===== config.mk =====
export PLATFORM = sky130hd
export DESIGN_NAME = jog_pulse_output_reverse
export DESIGN_NICKNAME = d
export VERILOG_FILES = /design/src/inc/jog_pkg.sv /design/src/rtl/input_sync.sv /design/src/rtl/pulse_gen.sv /design/src/rtl/jog_pulse_output_reverse.sv
export SDC_FILE = /design/constraint.sdc
export NUM_CORES = 1
export LEC_CHECK = 0
export BUFFER_PORTS_ARGS = -buffer_cell sky130_fd_sc_hd__buf_2
export CORE_ASPECT_RATIO = 0.6
export CORE_MARGIN = 1.5
export CORE_UTILIZATION = 30
export DETAILED_ROUTE_END_ITERATION = 8
export SYNTH_ARGS = -nofsm -noshare
export SYNTH_HDL_FRONTEND = slang
export SYNTH_HIERARCHICAL = 1
export SYNTH_SLANG_ARGS = --single-unit

===== constraint.sdc =====
create_clock -name sys_clk -period 5.1 [get_ports sys_clk]
set_clock_uncertainty 0.05 [all_clocks]
set_input_delay 0.255 -clock sys_clk [delete_from_list [all_inputs] [get_ports sys_clk]]
set_output_delay 0.255 -clock sys_clk [all_outputs]
set_load 0.01 [all_outputs]

===== src/inc/jog_pkg.sv =====
package jog_pkg;
  localparam int POS_WIDTH = 32;
  localparam logic [31:0] POS_RESET = 32'h0000_0000;
  // Pulse rate and direction setup time
  localparam int CLK_FREQ_HZ = 100_000_000;
  localparam int PULSE_FREQ_HZ = 30_000;
  localparam int HALF_PERIOD_CYCLES = CLK_FREQ_HZ / (2 * PULSE_FREQ_HZ);
  localparam int DIR_SETUP_NS = 1000;
  localparam int CLK_PERIOD_NS = 10;
  localparam int DIR_SETUP_CYCLES = (DIR_SETUP_NS + CLK_PERIOD_NS - 1) / CLK_PERIOD_NS;
  // Register offsets
  localparam logic [3:0] ADDR_CTRL = 4'h0;
  localparam logic [3:0] ADDR_STATUS = 4'h1;
  localparam logic [3:0] ADDR_MASK = 4'h2;
  localparam logic [3:0] ADDR_POS_LOW = 4'h3;
  localparam logic [3:0] ADDR_POS_HIGH = 4'h4;
  // Status and control bit positions
  localparam int ST_ABNORMAL = 0;
  localparam int ST_STOPPED = 1;
  localparam int CTRL_MODE = 0;
  localparam int CTRL_ACTIVE = 1;
  localparam logic [1:0] STATUS_RESET = 2'h0;
  localparam logic [1:0] MASK_RESET = 2'h0;
  localparam logic [1:0] CTRL_RESET = 2'h0;
  typedef enum logic {MODE_PULSE_DIR, MODE_FWD_REV} pulse_mode_t;
endpackage


===== src/rtl/input_sync.sv =====
`timescale 1ns/10ps
module input_sync #(
  parameter int WIDTH = 4
) (
  input wire logic sys_clk,
  input wire logic reset,
  input wire logic [WIDTH-1:0] asyncIn,
  output logic [WIDTH-1:0] syncOut
);
  logic [WIDTH-1:0] stage1_reg, stage2_reg, stage3_reg, out_reg;
  logic [WIDTH-1:0] out_next;

  // Change accepted once stages two and three agree
  always_comb begin
    out_next = out_reg;
    for (int i = 0; i < WIDTH; i++) begin
      if (stage2_reg[i] == stage3_reg[i]) begin
        out_next[i] = stage3_reg[i];
      end
    end
  end

  always_ff @(posedge sys_clk) begin
    if (reset) begin
      stage1_reg <= '0;
      stage2_reg <= '0;
      stage3_reg <= '0;
      out_reg <= '0;
    end else begin
      stage1_reg <= asyncIn;
      stage2_reg <= stage1_reg;
      stage3_reg <= stage2_reg;
      out_reg <= out_next;
    end
  end

  assign syncOut = out_reg;
endmodule // input_sync


===== src/rtl/pulse_gen.sv =====
`timescale 1ns/10ps
module pulse_gen #(
  parameter int HALF_PERIOD = 1667
) (
  input wire logic sys_clk,
  input wire logic reset,
  input wire logic run,
  output logic pulseLevel,
  output logic pulseRise
);
  logic [31:0] count_reg, count_next;
  logic level_reg, level_next;
  logic rise_reg, rise_next;

  always_comb begin
    count_next = count_reg;
    level_next = level_reg;
    rise_next = 1'b0;
    if (!run) begin
      count_next = '0;
      level_next = 1'b0;
    end else if (count_reg == 32'(HALF_PERIOD - 1)) begin
      count_next = '0;
      level_next = !level_reg;
      rise_next = !level_reg;
    end else begin
      count_next = count_reg + 32'h1;
    end
  end

  always_ff @(posedge sys_clk) begin
    if (reset) begin
      count_reg <= '0;
      level_reg <= 1'b0;
      rise_reg <= 1'b0;
    end else begin
      count_reg <= count_next;
      level_reg <= level_next;
      rise_reg <= rise_next;
    end
  end

  assign pulseLevel = level_reg;
  assign pulseRise = rise_reg;
endmodule // pulse_gen


===== src/rtl/jog_pulse_output_reverse.sv =====
`timescale 1ns/10ps
module jog_pulse_output_reverse #(
  parameter int HALF_PERIOD = jog_pkg::HALF_PERIOD_CYCLES,
  parameter int DIR_SETUP = jog_pkg::DIR_SETUP_CYCLES
) (
  input wire logic sys_clk,
  input wire logic reset,
  input wire logic fwdLimitIn,
  input wire logic revLimitIn,
  input wire logic fwdJogIn,
  input wire logic revJogIn,
  input wire logic [3:0] regAddr,
  input wire logic [31:0] regWriteData,
  input wire logic regWrite,
  input wire logic regRead,
  output logic [31:0] regReadData,
  output logic pulseOut,
  output logic dirOut,
  output logic irq
);
  typedef enum logic [1:0] {IDLE, SETUP, RUN, HALT} state_t;

  logic [3:0] syncIn;
  logic fwdLimitOk, revLimitOk, fwdJog, revJog;
  logic pulseLevel, pulseRise;
  state_t state_reg, state_next;
  logic [31:0] setup_reg, setup_next;
  logic [31:0] position_reg, position_next;
  logic [1:0] ctrl_reg, ctrl_next;
  logic [1:0] status_reg, status_next;
  logic [1:0] mask_reg, mask_next;
  logic pulse_reg, pulse_next;
  logic dir_reg, dir_next;
  logic irq_reg, irq_next;
  logic [31:0] rdata_reg, rdata_next;
  logic running, limitStop, normalStop;
  jog_pkg::pulse_mode_t mode;

  // Write strobe aimed at one register index
  function automatic logic wrHit(input logic we, input logic [3:0] a, input logic [3:0] idx);
    return we && (a == idx);
  endfunction

  input_sync #(.WIDTH(4)) u_sync (
    .sys_clk(sys_clk),
    .reset(reset),
    .asyncIn({revJogIn, fwdJogIn, revLimitIn, fwdLimitIn}),
    .syncOut(syncIn)
  );

  assign fwdLimitOk = syncIn[0];
  assign revLimitOk = syncIn[1];
  assign fwdJog = syncIn[2];
  assign revJog = syncIn[3];
  assign mode = jog_pkg::pulse_mode_t'(ctrl_reg[jog_pkg::CTRL_MODE]);
  assign running = (state_reg == RUN);

  pulse_gen #(.HALF_PERIOD(HALF_PERIOD)) u_pulse (
    .sys_clk(sys_clk),
    .reset(reset),
    .run(running),
    .pulseLevel(pulseLevel),
    .pulseRise(pulseRise)
  );

  // Motion sequencer
  always_comb begin
    state_next = state_reg;
    setup_next = setup_reg;
    limitStop = 1'b0;
    normalStop = 1'b0;
    case (state_reg)
      IDLE: begin
        if (revJog && !fwdJog && fwdLimitOk && revLimitOk) begin
          state_next = SETUP;
          setup_next = '0;
        end
      end
      SETUP: begin
        if (!revLimitOk) begin
          limitStop = 1'b1;
          state_next = HALT;
        end else if (!revJog || fwdJog) begin
          normalStop = 1'b1;
          state_next = IDLE;
        end else if (setup_reg == 32'(DIR_SETUP - 1)) begin
          state_next = RUN;
        end else begin
          setup_next = setup_reg + 32'h1;
        end
      end
      RUN: begin
        if (!revLimitOk) begin
          limitStop = 1'b1;
          state_next = HALT;
        end else if (!revJog) begin
          normalStop = 1'b1;
          state_next = IDLE;
        end
      end
      HALT: begin
        // Wait for jog release before a new move
        if (!revJog) begin
          state_next = IDLE;
        end
      end
      default: state_next = IDLE;
    endcase
  end

  // Outputs and position
  always_comb begin
    position_next = position_reg;
    pulse_next = 1'b0;
    dir_next = dir_reg;
    if (state_reg == SETUP || running) begin
      if (mode == jog_pkg::MODE_PULSE_DIR) begin
        dir_next = 1'b0;
      end else begin
        dir_next = pulseLevel;
      end
    end
    if (running && state_next == RUN) begin
      if (mode == jog_pkg::MODE_PULSE_DIR) begin
        pulse_next = pulseLevel;
      end else begin
        pulse_next = 1'b0;
      end
      if (pulseRise) begin
        position_next = position_reg - 32'h1;
      end
    end
    if (mode == jog_pkg::MODE_FWD_REV && state_next != RUN) begin
      dir_next = 1'b0;
    end
    if (wrHit(regWrite, regAddr, jog_pkg::ADDR_POS_LOW)) begin
      position_next[15:0] = regWriteData[15:0];
    end
    if (wrHit(regWrite, regAddr, jog_pkg::ADDR_POS_HIGH)) begin
      position_next[31:16] = regWriteData[15:0];
    end
  end

  // Register file and interrupt
  always_comb begin
    ctrl_next = ctrl_reg;
    mask_next = mask_reg;
    status_next = status_reg;
    rdata_next = '0;
    if (wrHit(regWrite, regAddr, jog_pkg::ADDR_CTRL)) begin
      ctrl_next[jog_pkg::CTRL_MODE] = regWriteData[jog_pkg::CTRL_MODE];
    end
    if (wrHit(regWrite, regAddr, jog_pkg::ADDR_MASK)) begin
      mask_next = regWriteData[1:0];
    end
    if (wrHit(regWrite, regAddr, jog_pkg::ADDR_STATUS)) begin
      status_next = status_reg & ~regWriteData[1:0];
    end
    // Set wins over clear
    if (limitStop) begin
      status_next[jog_pkg::ST_ABNORMAL] = 1'b1;
    end
    if (normalStop) begin
      status_next[jog_pkg::ST_STOPPED] = 1'b1;
    end
    ctrl_next[jog_pkg::CTRL_ACTIVE] = (state_next == SETUP || state_next == RUN);
    irq_next = |(status_next & mask_next);
    if (regRead) begin
      case (regAddr)
        jog_pkg::ADDR_CTRL: rdata_next = {30'h0, ctrl_reg};
        jog_pkg::ADDR_STATUS: rdata_next = {30'h0, status_reg};
        jog_pkg::ADDR_MASK: rdata_next = {30'h0, mask_reg};
        jog_pkg::ADDR_POS_LOW: rdata_next = {16'h0, position_reg[15:0]};
        jog_pkg::ADDR_POS_HIGH: rdata_next = {16'h0, position_reg[31:16]};
        default: rdata_next = '0;
      endcase
    end
  end

  always_ff @(posedge sys_clk) begin
    if (reset) begin
      state_reg <= IDLE;
      setup_reg <= '0;
      position_reg <= jog_pkg::POS_RESET;
      ctrl_reg <= jog_pkg::CTRL_RESET;
      status_reg <= jog_pkg::STATUS_RESET;
      mask_reg <= jog_pkg::MASK_RESET;
      pulse_reg <= 1'b0;
      dir_reg <= 1'b0;
      irq_reg <= 1'b0;
      rdata_reg <= '0;
    end else begin
      state_reg <= state_next;
      setup_reg <= setup_next;
      position_reg <= position_next;
      ctrl_reg <= ctrl_next;
      status_reg <= status_next;
      mask_reg <= mask_next;
      pulse_reg <= pulse_next;
      dir_reg <= dir_next;
      irq_reg <= irq_next;
      rdata_reg <= rdata_next;
    end
  end

  assign pulseOut = pulse_reg;
  assign dirOut = dir_reg;
  assign irq = irq_reg;
  assign regReadData = rdata_reg;
endmodule // jog_pulse_output_reverse


==> impl_metrics.yaml, run 1 <==
synth:
  yosysSeqAreaShare_pct: 41.5
  yosysWarnings: 6
  synth-main-ff-cell: "dfxtp_1"
  synth_top_cell_by_area: "dfxtp_1"
  synth_area_um2: 6800
  ys_types: 61
  ys_async_sr_fraction_pct: 0
  syn_avg_cell_area_um2: 8.57
  yosys_register_bits: 141
  synth_top_area_share_pct: 41.5
  ys_top_cells_by_area: "dfxtp_1 (42%), nor2_1 (5.5%), xor2_1 (4.4%)"
  synthCells: 794
  synth_edf_count: 0
placement:
  dp.cells: 1109
  placed_area_um2: 7200
  pre_cts_ws_ns: 1.45
  dp_hpwl_um: 11500
  place.port_buffers: 46
  place_congestion: 0.790
cts:
  cts_root_buf: "clkbuf_16"
  cts.htree.levels: 4
  cts_tree: "yes"
  cts_max_path_buffers: 2
  insertion_delay_ns: 0.41
  cts.repair.resized: 0
  numCtsBuffers: 17
  clkSinkCount: 141
  clk_pin_slew_ns: 0.06
pwr:
  internal-power_mw: 1.81
  switching_share_pct: 23.7
  p_seq_share_pct: 47.3
  p_leak_nw: 2.58
  clkPwrFrac_pct: 49.0
  combPwrFrac_pct: 3.7
  p_switching_mw: 0.560
  power_density_nw_per_um2: 304
  vdd_drop_max_uv: 227
  finalPower_mw: 2.37
sta:
  slew_viol_final: 0
  final_hold_viol_count: 0
  finalSetupViolCount: 0
  rsz0062_at_grt: "false"
  fmax_ghz: 0.271
  worst_pin_slew_ns: 1.15
  fin_setup_tns_ns: 0
  fin_hold_ws_ns: 0.0904
  timing.final.ws_setup_ns: 1.40
  slew_headroom_pct: 23.1
  fin_crit_sh_pct: 72.5
  post-route-min-period_ns: 3.70
route:
  avgRoutedWirePerCell_um: 14.4
  wirelength_um: 16500
  ant_nets: 0
  drt_pass1_iterations: 5
  drc_errors: 0
  first_iter_violations: 464
  vias: 5799
  viasPerCell: 5.06
floorplan:
  core_area_um2: 22100
  die_w_um: 197
  dieHeight_um: 120
  io_pins: 79
  rows: 42
  dieArea_um2: 23600
  start_util_pct: 30.7
layout:
  drive_gt1_share_pct: 13.1
  multi_input_area_um2: 3670
  final_cell_area_um2: 7790
  fill_cells: 2284
  final_util_pct: 35.2
  nets: 877
  finalNonFillerCells: 1145
  area_growth_pct: 14.6
  seqCellArea_um2: 2820
  n_antenna_cell: 0
global_route:
  grt_pass1_wl_um: 27300
  antenna_found_initial: 0
  grt_max_degree: 47
  gr-total-overflow: 0
  grtUsageTotal_pct: 14.5
  grt_pass1_vias: 5166
worst_setup_path:
  critical_path_required_ns: 5.37
  crit_path_start_kind: "flop"
  cpLargestDelayFamily: "simple AND/OR/NAND/NOR gates"
  cp-end-kind: "flop"
  path_buf_inv: 0
  critPathArrivalTime_ns: 3.97
  criticalPathCategory: "flop to flop"
  max_stage_delay_ns: 0.63
  critical_path.max_fanout: 10
  path_cells: "ha_1 -> nor4b_1 -> nand4_1 -> o311ai_0 -> o311ai_0 -> nand2_1 -> ha_1 -> nand4_1 -> nor2_1 -> nand3_1 -> or3_1 -> a311oi_1"
  critPathSlowestCell: "nor2_1"
run_status:
  status: "completed"
worst_hold_path:
  hold_class: "primary input to flop"
flow_run:
  maxCapViolCount: 0
tightest hold or removal path: stages:
cell and delay (ns):
buf_2 0.11, nor2_1 0.09, a211oi_1 0.05
synthesized netlist by cell type (all sizes together) (22+ instances only):
library cell / n
nor2: 99
o21ai: 31
nand4: 39
a21oi: 43
a211oi: 28
nand2: 47
clkbuf: 33
or3: 26
nand3: 31
buf: 25
dfxtp: 141
xor2: 34
xnor2: 22
nor4: 27
worst paths after layout:
path	startpoint	to	slack, ns	depth (start not counted)
hold reg to reg	u_sync/stage1_reg[1]$_SDFF_PP0_	u_sync/stage2_reg[1]$_SDFF_PP0_	0.39	1
hold / removal	regWriteData[12]	position_reg[12]$_SDFFE_PP0P_	0.09	3
setup / recovery	setup_reg[1]$_SDFFE_PP0P_	position_reg[22]$_SDFFE_PP0P_	1.40	12
setup reg to reg	setup_reg[1]$_SDFFE_PP0P_	position_reg[22]$_SDFFE_PP0P_	1.40	12
metal layers:
metal	vias up	track usage, %	part of all wire, %
met2	176	19.1	39
met4	0	3.63	0.56
met5	-	0	0
met1	2686	22.5	54
li1	2927	-	-
met3	10	4.27	7.0
final cells by class:
type	instances	area share, %
well taps	308	4.95
inverters	17	0.819
flip-flops and latches	141	36.2
clock buffers	21	6.04
clock inverters	11	1.06
multi-input cells	593	47.1
repair buffers	54	3.85
logic make-up after synthesis:
logic type	Yosys count	synth area share, %
AOI/OAI and AO/OA	146	13.7
xor gates and xnor gates	56	7.21
adders and majority gates	9	1.66
buffers and inverters	75	5.48
DFF	141	41.5
muxes	7	1.07
other	1	0.0551
and+or+nand+nor	359	29.3
what timing repair did:
action,4_1_cts,5_1_grt
endpoints found under the hold margin,4,0
hold buffers,4,0
setup buffers,0,0
power groups by stage:
stage / clock (mW) / combinational [mW] / sequential (mW)
6_report: 1.16 / 0.0870 / 1.12
5_1_grt: 1.24 / 0.0960 / 1.12
4_1_cts: 1.19 / 0.0876 / 1.12
3_5_place_dp: 0 / 0.0849 / 1.14
3_3_place_gp: 0 / 0.0844 / 1.14
2_1_floorplan: 0 / 0.0664 / 1.14
cells in the final DEF (no fill, tap or decap), types with 6 or more instances in the layout:
cell type,Yosys,final
nand4_1,38,38
and2b_2,6,6
dfxtp_1,141,141
ha_1,9,9
or4_1,16,16
nand2_1,47,47
inv_1,17,17
nor2_1,99,99
xnor2_1,22,22
nor3_1,10,10
o21ai_0,30,30
o31ai_1,11,11
a22oi_1,14,14
nor2b_1,8,8
and4_1,8,8
nand3_1,31,31
or3_1,24,24
nand4b_1,6,6
nor4_1,26,26
buf_2,4,46
xor2_1,34,34
a21oi_1,42,42
a211oi_1,28,28
conb_1,1,16
clkbuf_16,0,17
Note: power is estimated with default switching activity, not from simulation.
==> run 2, diff against run 1 <==
Clock period 5.1 ns to 3.07 ns, I/O delays scaled along.
==> impl_metrics.yaml, run 2 (synthesis results as in run 1) <==
pwr:
  vdd_drop_max_uv: 328
  power_density_nw_per_um2: 475
  combPwrFrac_pct: 4.2
  switching_share_pct: 25.2
  p_seq_share_pct: 46.8
  clkPwrFrac_pct: 48.9
  p_switching_mw: 1.00
  p_leak_nw: 2.88
  internal-power_mw: 2.97
cts:
  cts_tree: "yes"
  numCtsBuffers: 17
  clkSinkCount: 141
  cts.htree.levels: 4
  cts_max_path_buffers: 2
  clk_pin_slew_ns: 0.07
  insertion_delay_ns: 0.43
  cts_root_buf: "clkbuf_16"
route:
  ant_nets: 0
  viasPerCell: 5.04
  drc_errors: 0
  vias: 6058
  drt_pass1_iterations: 5
  first_iter_violations: 504
  wirelength_um: 17200
  avgRoutedWirePerCell_um: 14.3
worst_setup_path:
  criticalPathCategory: "flop to flop"
  crit_path_start_kind: "flop"
  critical_path.max_fanout: 6
  critPathArrivalTime_ns: 3.26
  critical_path_required_ns: 3.37
  cp-end-kind: "flop"
placement:
  dp_hpwl_um: 12000
  place_congestion: 0.836
  dp.cells: 1147
  place.port_buffers: 46
run_status:
  status: "completed"
floorplan:
  core_area_um2: 22100
  dieArea_um2: 23600
  start_util_pct: 30.7
  rows: 42
  die_w_um: 197
  dieHeight_um: 120
  io_pins: 79
layout:
  finalNonFillerCells: 1203
  mostFrequentLayoutCells: "dfxtp_1 (137), nor2_1 (95), nand2_1 (47)"
  fill_cells: 2207
  area_growth_pct: 23.1
  seqCellArea_um2: 2830
  multi_input_area_um2: 3760
  nets: 935
  final_util_pct: 37.9
  drive_gt1_share_pct: 19.6
  n_antenna_cell: 0
  layout_commonest_cell: "dfxtp_1"
global_route:
  gr-total-overflow: 0
  antenna_found_initial: 0
  grt_pass1_wl_um: 27900
  grtUsageTotal_pct: 14.8
  grt_max_degree: 33
  grt_pass1_vias: 5421
sta:
  final_hold_viol_count: 0
  finalSetupViolCount: 0
  fin_hold_ws_ns: 0.116
  fmax_ghz: 0.338
  worst_pin_slew_ns: 1.08
  rsz0062_at_grt: "true"
  fin_crit_sh_pct: 96.4
  fin_setup_tns_ns: 0
  post-route-min-period_ns: 2.96
  slew_headroom_pct: 27.8
  slew_viol_final: 0
worst_hold_path:
  hold_class: "primary input to flop"
flow_run:
  maxCapViolCount: 0
-- run 2: critical path: stages, from the launching register on --
cell      delay [ns]
dfxtp_1         0.33
nor4_1          0.38
nand4_1         0.23
o311ai_2        0.32
o311ai_2        0.16
nand2_1         0.10
ha_2            0.19
and4b_2         0.27
and4b_2         0.33
nand3_1         0.12
xor2_1          0.17
a211oi_2        0.23
-- run 2: power groups by stage --
stage          combinational, mW  clock [mW]  sequential [mW]
2_1_floorplan              0.110           0             1.90
3_3_place_gp               0.146           0             1.90
3_5_place_dp               0.146           0             1.90
4_1_cts                    0.167        1.99             1.86
5_1_grt                    0.184        2.07             1.86
6_report                   0.168        1.95             1.86
-- run 2: worst paths after layout --
path | startpoint | cells after the start | slack [ns] | endpoint
max reg2reg | setup_reg[8]$_SDFFE_PP0P_ | 11 | 0.11 | position_reg[23]$_SDFFE_PP0P_
min reg2reg | u_sync/stage1_reg[0]$_SDFF_PP0_ | 1 | 0.38 | u_sync/stage2_reg[0]$_SDFF_PP0_
max | setup_reg[8]$_SDFFE_PP0P_ | 11 | 0.11 | position_reg[23]$_SDFFE_PP0P_
min | regAddr[0] | 4 | 0.12 | status_reg[0]$_SDFF_PP0_
-- run 2: timing repair --
action / CTS / global route
endpoints found under the hold margin: 27 / 0
cloned: 0 / 0
pin swaps: 0 / 28
hold buffers: 21 / 0
setup buffers: 0 / 3
gates resized for setup: 3 / 25
setup endpoints to repair: 10 / 29
-- run 2: metal layers --
metal / share of wire, % / vias up / global-route usage [%]
li1: - / 3039 / -
met1: 53 / 2835 / 23.3
met2: 39 / 169 / 19.1
met3: 6.7 / 15 / 4.19
met4: 1.0 / 0 / 3.77
met5: 0 / - / 0
-- run 2: through the flow --
stage | instance area, µm² | setup slack (ns) | power (mW)
after floorplan | 6860 | 0.147 | 2.01
after CTS | 8250 | 0.0127 | 4.02
after global routing | 8380 | -0.114 | 4.12
final | 8380 | 0.110 | 3.97
after global placement | 7480 | 0.0238 | 2.05
after detailed placement | 7480 | -0.0757 | 2.05
-- run 2: final cells by class --
cell class / instances / share of cell area [%]
Clock buffer: 17 / 5.08
Clock inverter: 15 / 1.52
Inverter: 17 / 0.762
Multi-Input combinational cell: 593 / 44.9
Sequential cell: 141 / 33.8
Tap cell: 308 / 4.60
Timing Repair Buffer: 112 / 9.34
==> run 3, diff against run 2 <==
==> constraint.sdc (replaced) <==
create_clock -name sys_clk -period 3.07 [get_ports sys_clk]
set_clock_uncertainty 0.05 [all_clocks]
set_input_delay 0 -clock sys_clk [delete_from_list [all_inputs] [get_ports sys_clk]]
set_output_delay 0 -clock sys_clk [all_outputs]
set_load 0.01 [all_outputs]
==> impl_metrics.yaml, run 3 (synthesis results as in run 1) <==
cts:
  clk_pin_slew_ns: 0.06
  cts_setup_buffers: 0
  cts_max_path_buffers: 2
  cts_tree: "yes"
  insertion_delay_ns: 0.42
  clkSinkCount: 141
  numCtsBuffers: 17
  cts_root_buf: "clkbuf_16"
  cts.htree.levels: 4
pwr:
  vdd_drop_max_uv: 280
  p_leak_nw: 2.91
  combPwrFrac_pct: 4.0
  p_seq_share_pct: 44.2
  power_density_nw_per_um2: 502
  internal-power_mw: 3.31
  p_switching_mw: 0.905
  switching_share_pct: 21.5
  clkPwrFrac_pct: 51.7
global_route:
  grt_max_degree: 33
  grtUsageTotal_pct: 14.9
  antenna_found_initial: 0
  grt_pass1_vias: 5410
  gr-total-overflow: 0
  grt_pass1_wl_um: 27800
worst_setup_path:
  critical_path.max_fanout: 6
  cp-end-kind: "flop"
  rrSetupSlack_ns: 0.08
  r2r_cells: 12
  criticalPathCategory: "flop to flop"
  critPathArrivalTime_ns: 3.27
  rr_startpoint: "setup_reg[31]$_SDFFE_PP0P_"
  crit_path_start_kind: "flop"
  critical_path_required_ns: 3.36
  r2r_end: "position_reg[29]$_SDFFE_PP0P_"
run_status:
  status: "completed"
sta:
  slew_headroom_pct: 24.9
  slew_viol_final: 0
  timing.final.ws_setup_ns: 0.0821
  post-route-min-period_ns: 2.99
  fmax_ghz: 0.335
  finalSetupViolCount: 0
  worst_pin_slew_ns: 1.12
  fin_crit_sh_pct: 97.3
  final_hold_viol_count: 0
layout:
  layout_commonest_cell: "dfxtp_1"
  nets: 933
  area_growth_pct: 23.4
  finalNonFillerCells: 1200
  drive_gt1_share_pct: 17.9
  n_antenna_cell: 0
  mostFrequentLayoutCells: "dfxtp_1 (139), nor2_1 (97), nand2_1 (47)"
floorplan:
  io_pins: 79
  die_w_um: 197
  dieHeight_um: 120
  start_util_pct: 30.7
  rows: 42
  core_area_um2: 22100
  dieArea_um2: 23600
route:
  ant_nets: 0
  wirelength_um: 17300
  vias: 6097
  first_iter_violations: 529
  viasPerCell: 5.08
  drc_errors: 0
  drt_pass1_iterations: 5
  avgRoutedWirePerCell_um: 14.4
flow_run:
  maxCapViolCount: 0
placement:
  dp.cells: 1145
  pre_cts_ws_ns: -0.0382
  dp_hpwl_um: 12100
  place.port_buffers: 46
  place_congestion: 0.829
worst_hold_path:
  hp-start: "regAddr[1]"
  whs_endpoint: "status_reg[0]$_SDFF_PP0_"
  hold_class: "primary input to flop"
  holdPathStages: 5
-- run 3: changes by cell type in the layout (fill, tap and decap cells not counted), sizes merged --
cell,before,now
dlygate4sd3,21,24
inv,24,19
clkinvlp,2,1
bufinv,0,3
clkinv,6,2
buf,91,86
clkbuf,17,23
-- run 3: cell type report --
| class | count | area, µm² |
|---|---|---|
| clock inverter | 8 | 129 |
| inverter | 17 | 63.8 |
| sequential | 141 | 2830 |
| multi-input combinational | 593 | 3720 |
| fill | 2175 | 13700 |
| timing repair buffer | 110 | 771 |
| clock buffer | 23 | 498 |
| tap | 308 | 385 |
-- run 3: worst max-delay path by stage --
stage,cells past startpoint,from,endpoint,slack [ns]
final,12,setup_reg[31]$_SDFFE_PP0P_,position_reg[29]$_SDFFE_PP0P_,0.08
after global placement,12,setup_reg[19]$_SDFFE_PP0P_,position_reg[31]$_SDFFE_PP0P_,-0.09
after detailed placement,12,setup_reg[1]$_SDFFE_PP0P_,position_reg[29]$_SDFFE_PP0P_,-0.04
after floorplan,12,setup_reg[0]$_SDFFE_PP0P_,position_reg[22]$_SDFFE_PP0P_,0.15
after CTS,12,setup_reg[1]$_SDFFE_PP0P_,position_reg[31]$_SDFFE_PP0P_,0.002
after global routing,12,setup_reg[31]$_SDFFE_PP0P_,position_reg[31]$_SDFFE_PP0P_,-0.03
-- run 3: metal layers --
layer	wire (µm)	global-route usage, %
met5	0	0
met4	190	4.68
met3	1140	3.40
met2	6660	19.5
met1	9310	23.3
-- run 3: repair_timing --
item                                    CTS  global route
hold buffers                             24             0
endpoints found under the setup margin    8            29
pin swaps                                 0             8
endpoints found under the hold margin    42             0
gates resized for setup                   2            15
-- run 3: worst max-delay path: stages, from the launching register on --
cell      delay (ns)
dfxtp_1         0.33
nor4_2          0.36
buf_4           0.17
nand4_1         0.12
o311ai_1        0.28
o311ai_1        0.18
nand2_1         0.11
ha_2            0.19
and4b_2         0.27
and4b_2         0.32
nand4b_1        0.14
xor2_1          0.16
a211oi_1        0.22
-- run 3: power groups by stage --
stage	Sequential [mW]	Clock [mW]	Combinational, mW
after floorplan	1.90	0	0.110
after global placement	1.90	0	0.146
after detailed placement	1.90	0	0.146
after CTS	1.86	2.22	0.169
after global routing	1.86	2.30	0.185
final	1.86	2.18	0.170
-- run 3: through the flow --
| stage | power (mW) | setup TNS, ns | hold WS [ns] | area [µm²] | util [%] |
|---|---|---|---|---|---|
| floorplan | 2.01 | 0 | 0.0791 | 6860 | - |
| global placement | 2.05 | -0.666 | 0.176 | 7470 | 33.8 |
| detailed placement | 2.05 | -0.112 | 0.182 | 7470 | 33.8 |
| CTS | 4.25 | 0 | 0.00937 | 8340 | 37.7 |
| global route | 4.35 | -0.0976 | 0.0673 | 8390 | 37.9 |
| finish | 4.21 | 0 | 0.0429 | 8390 | 37.9 |
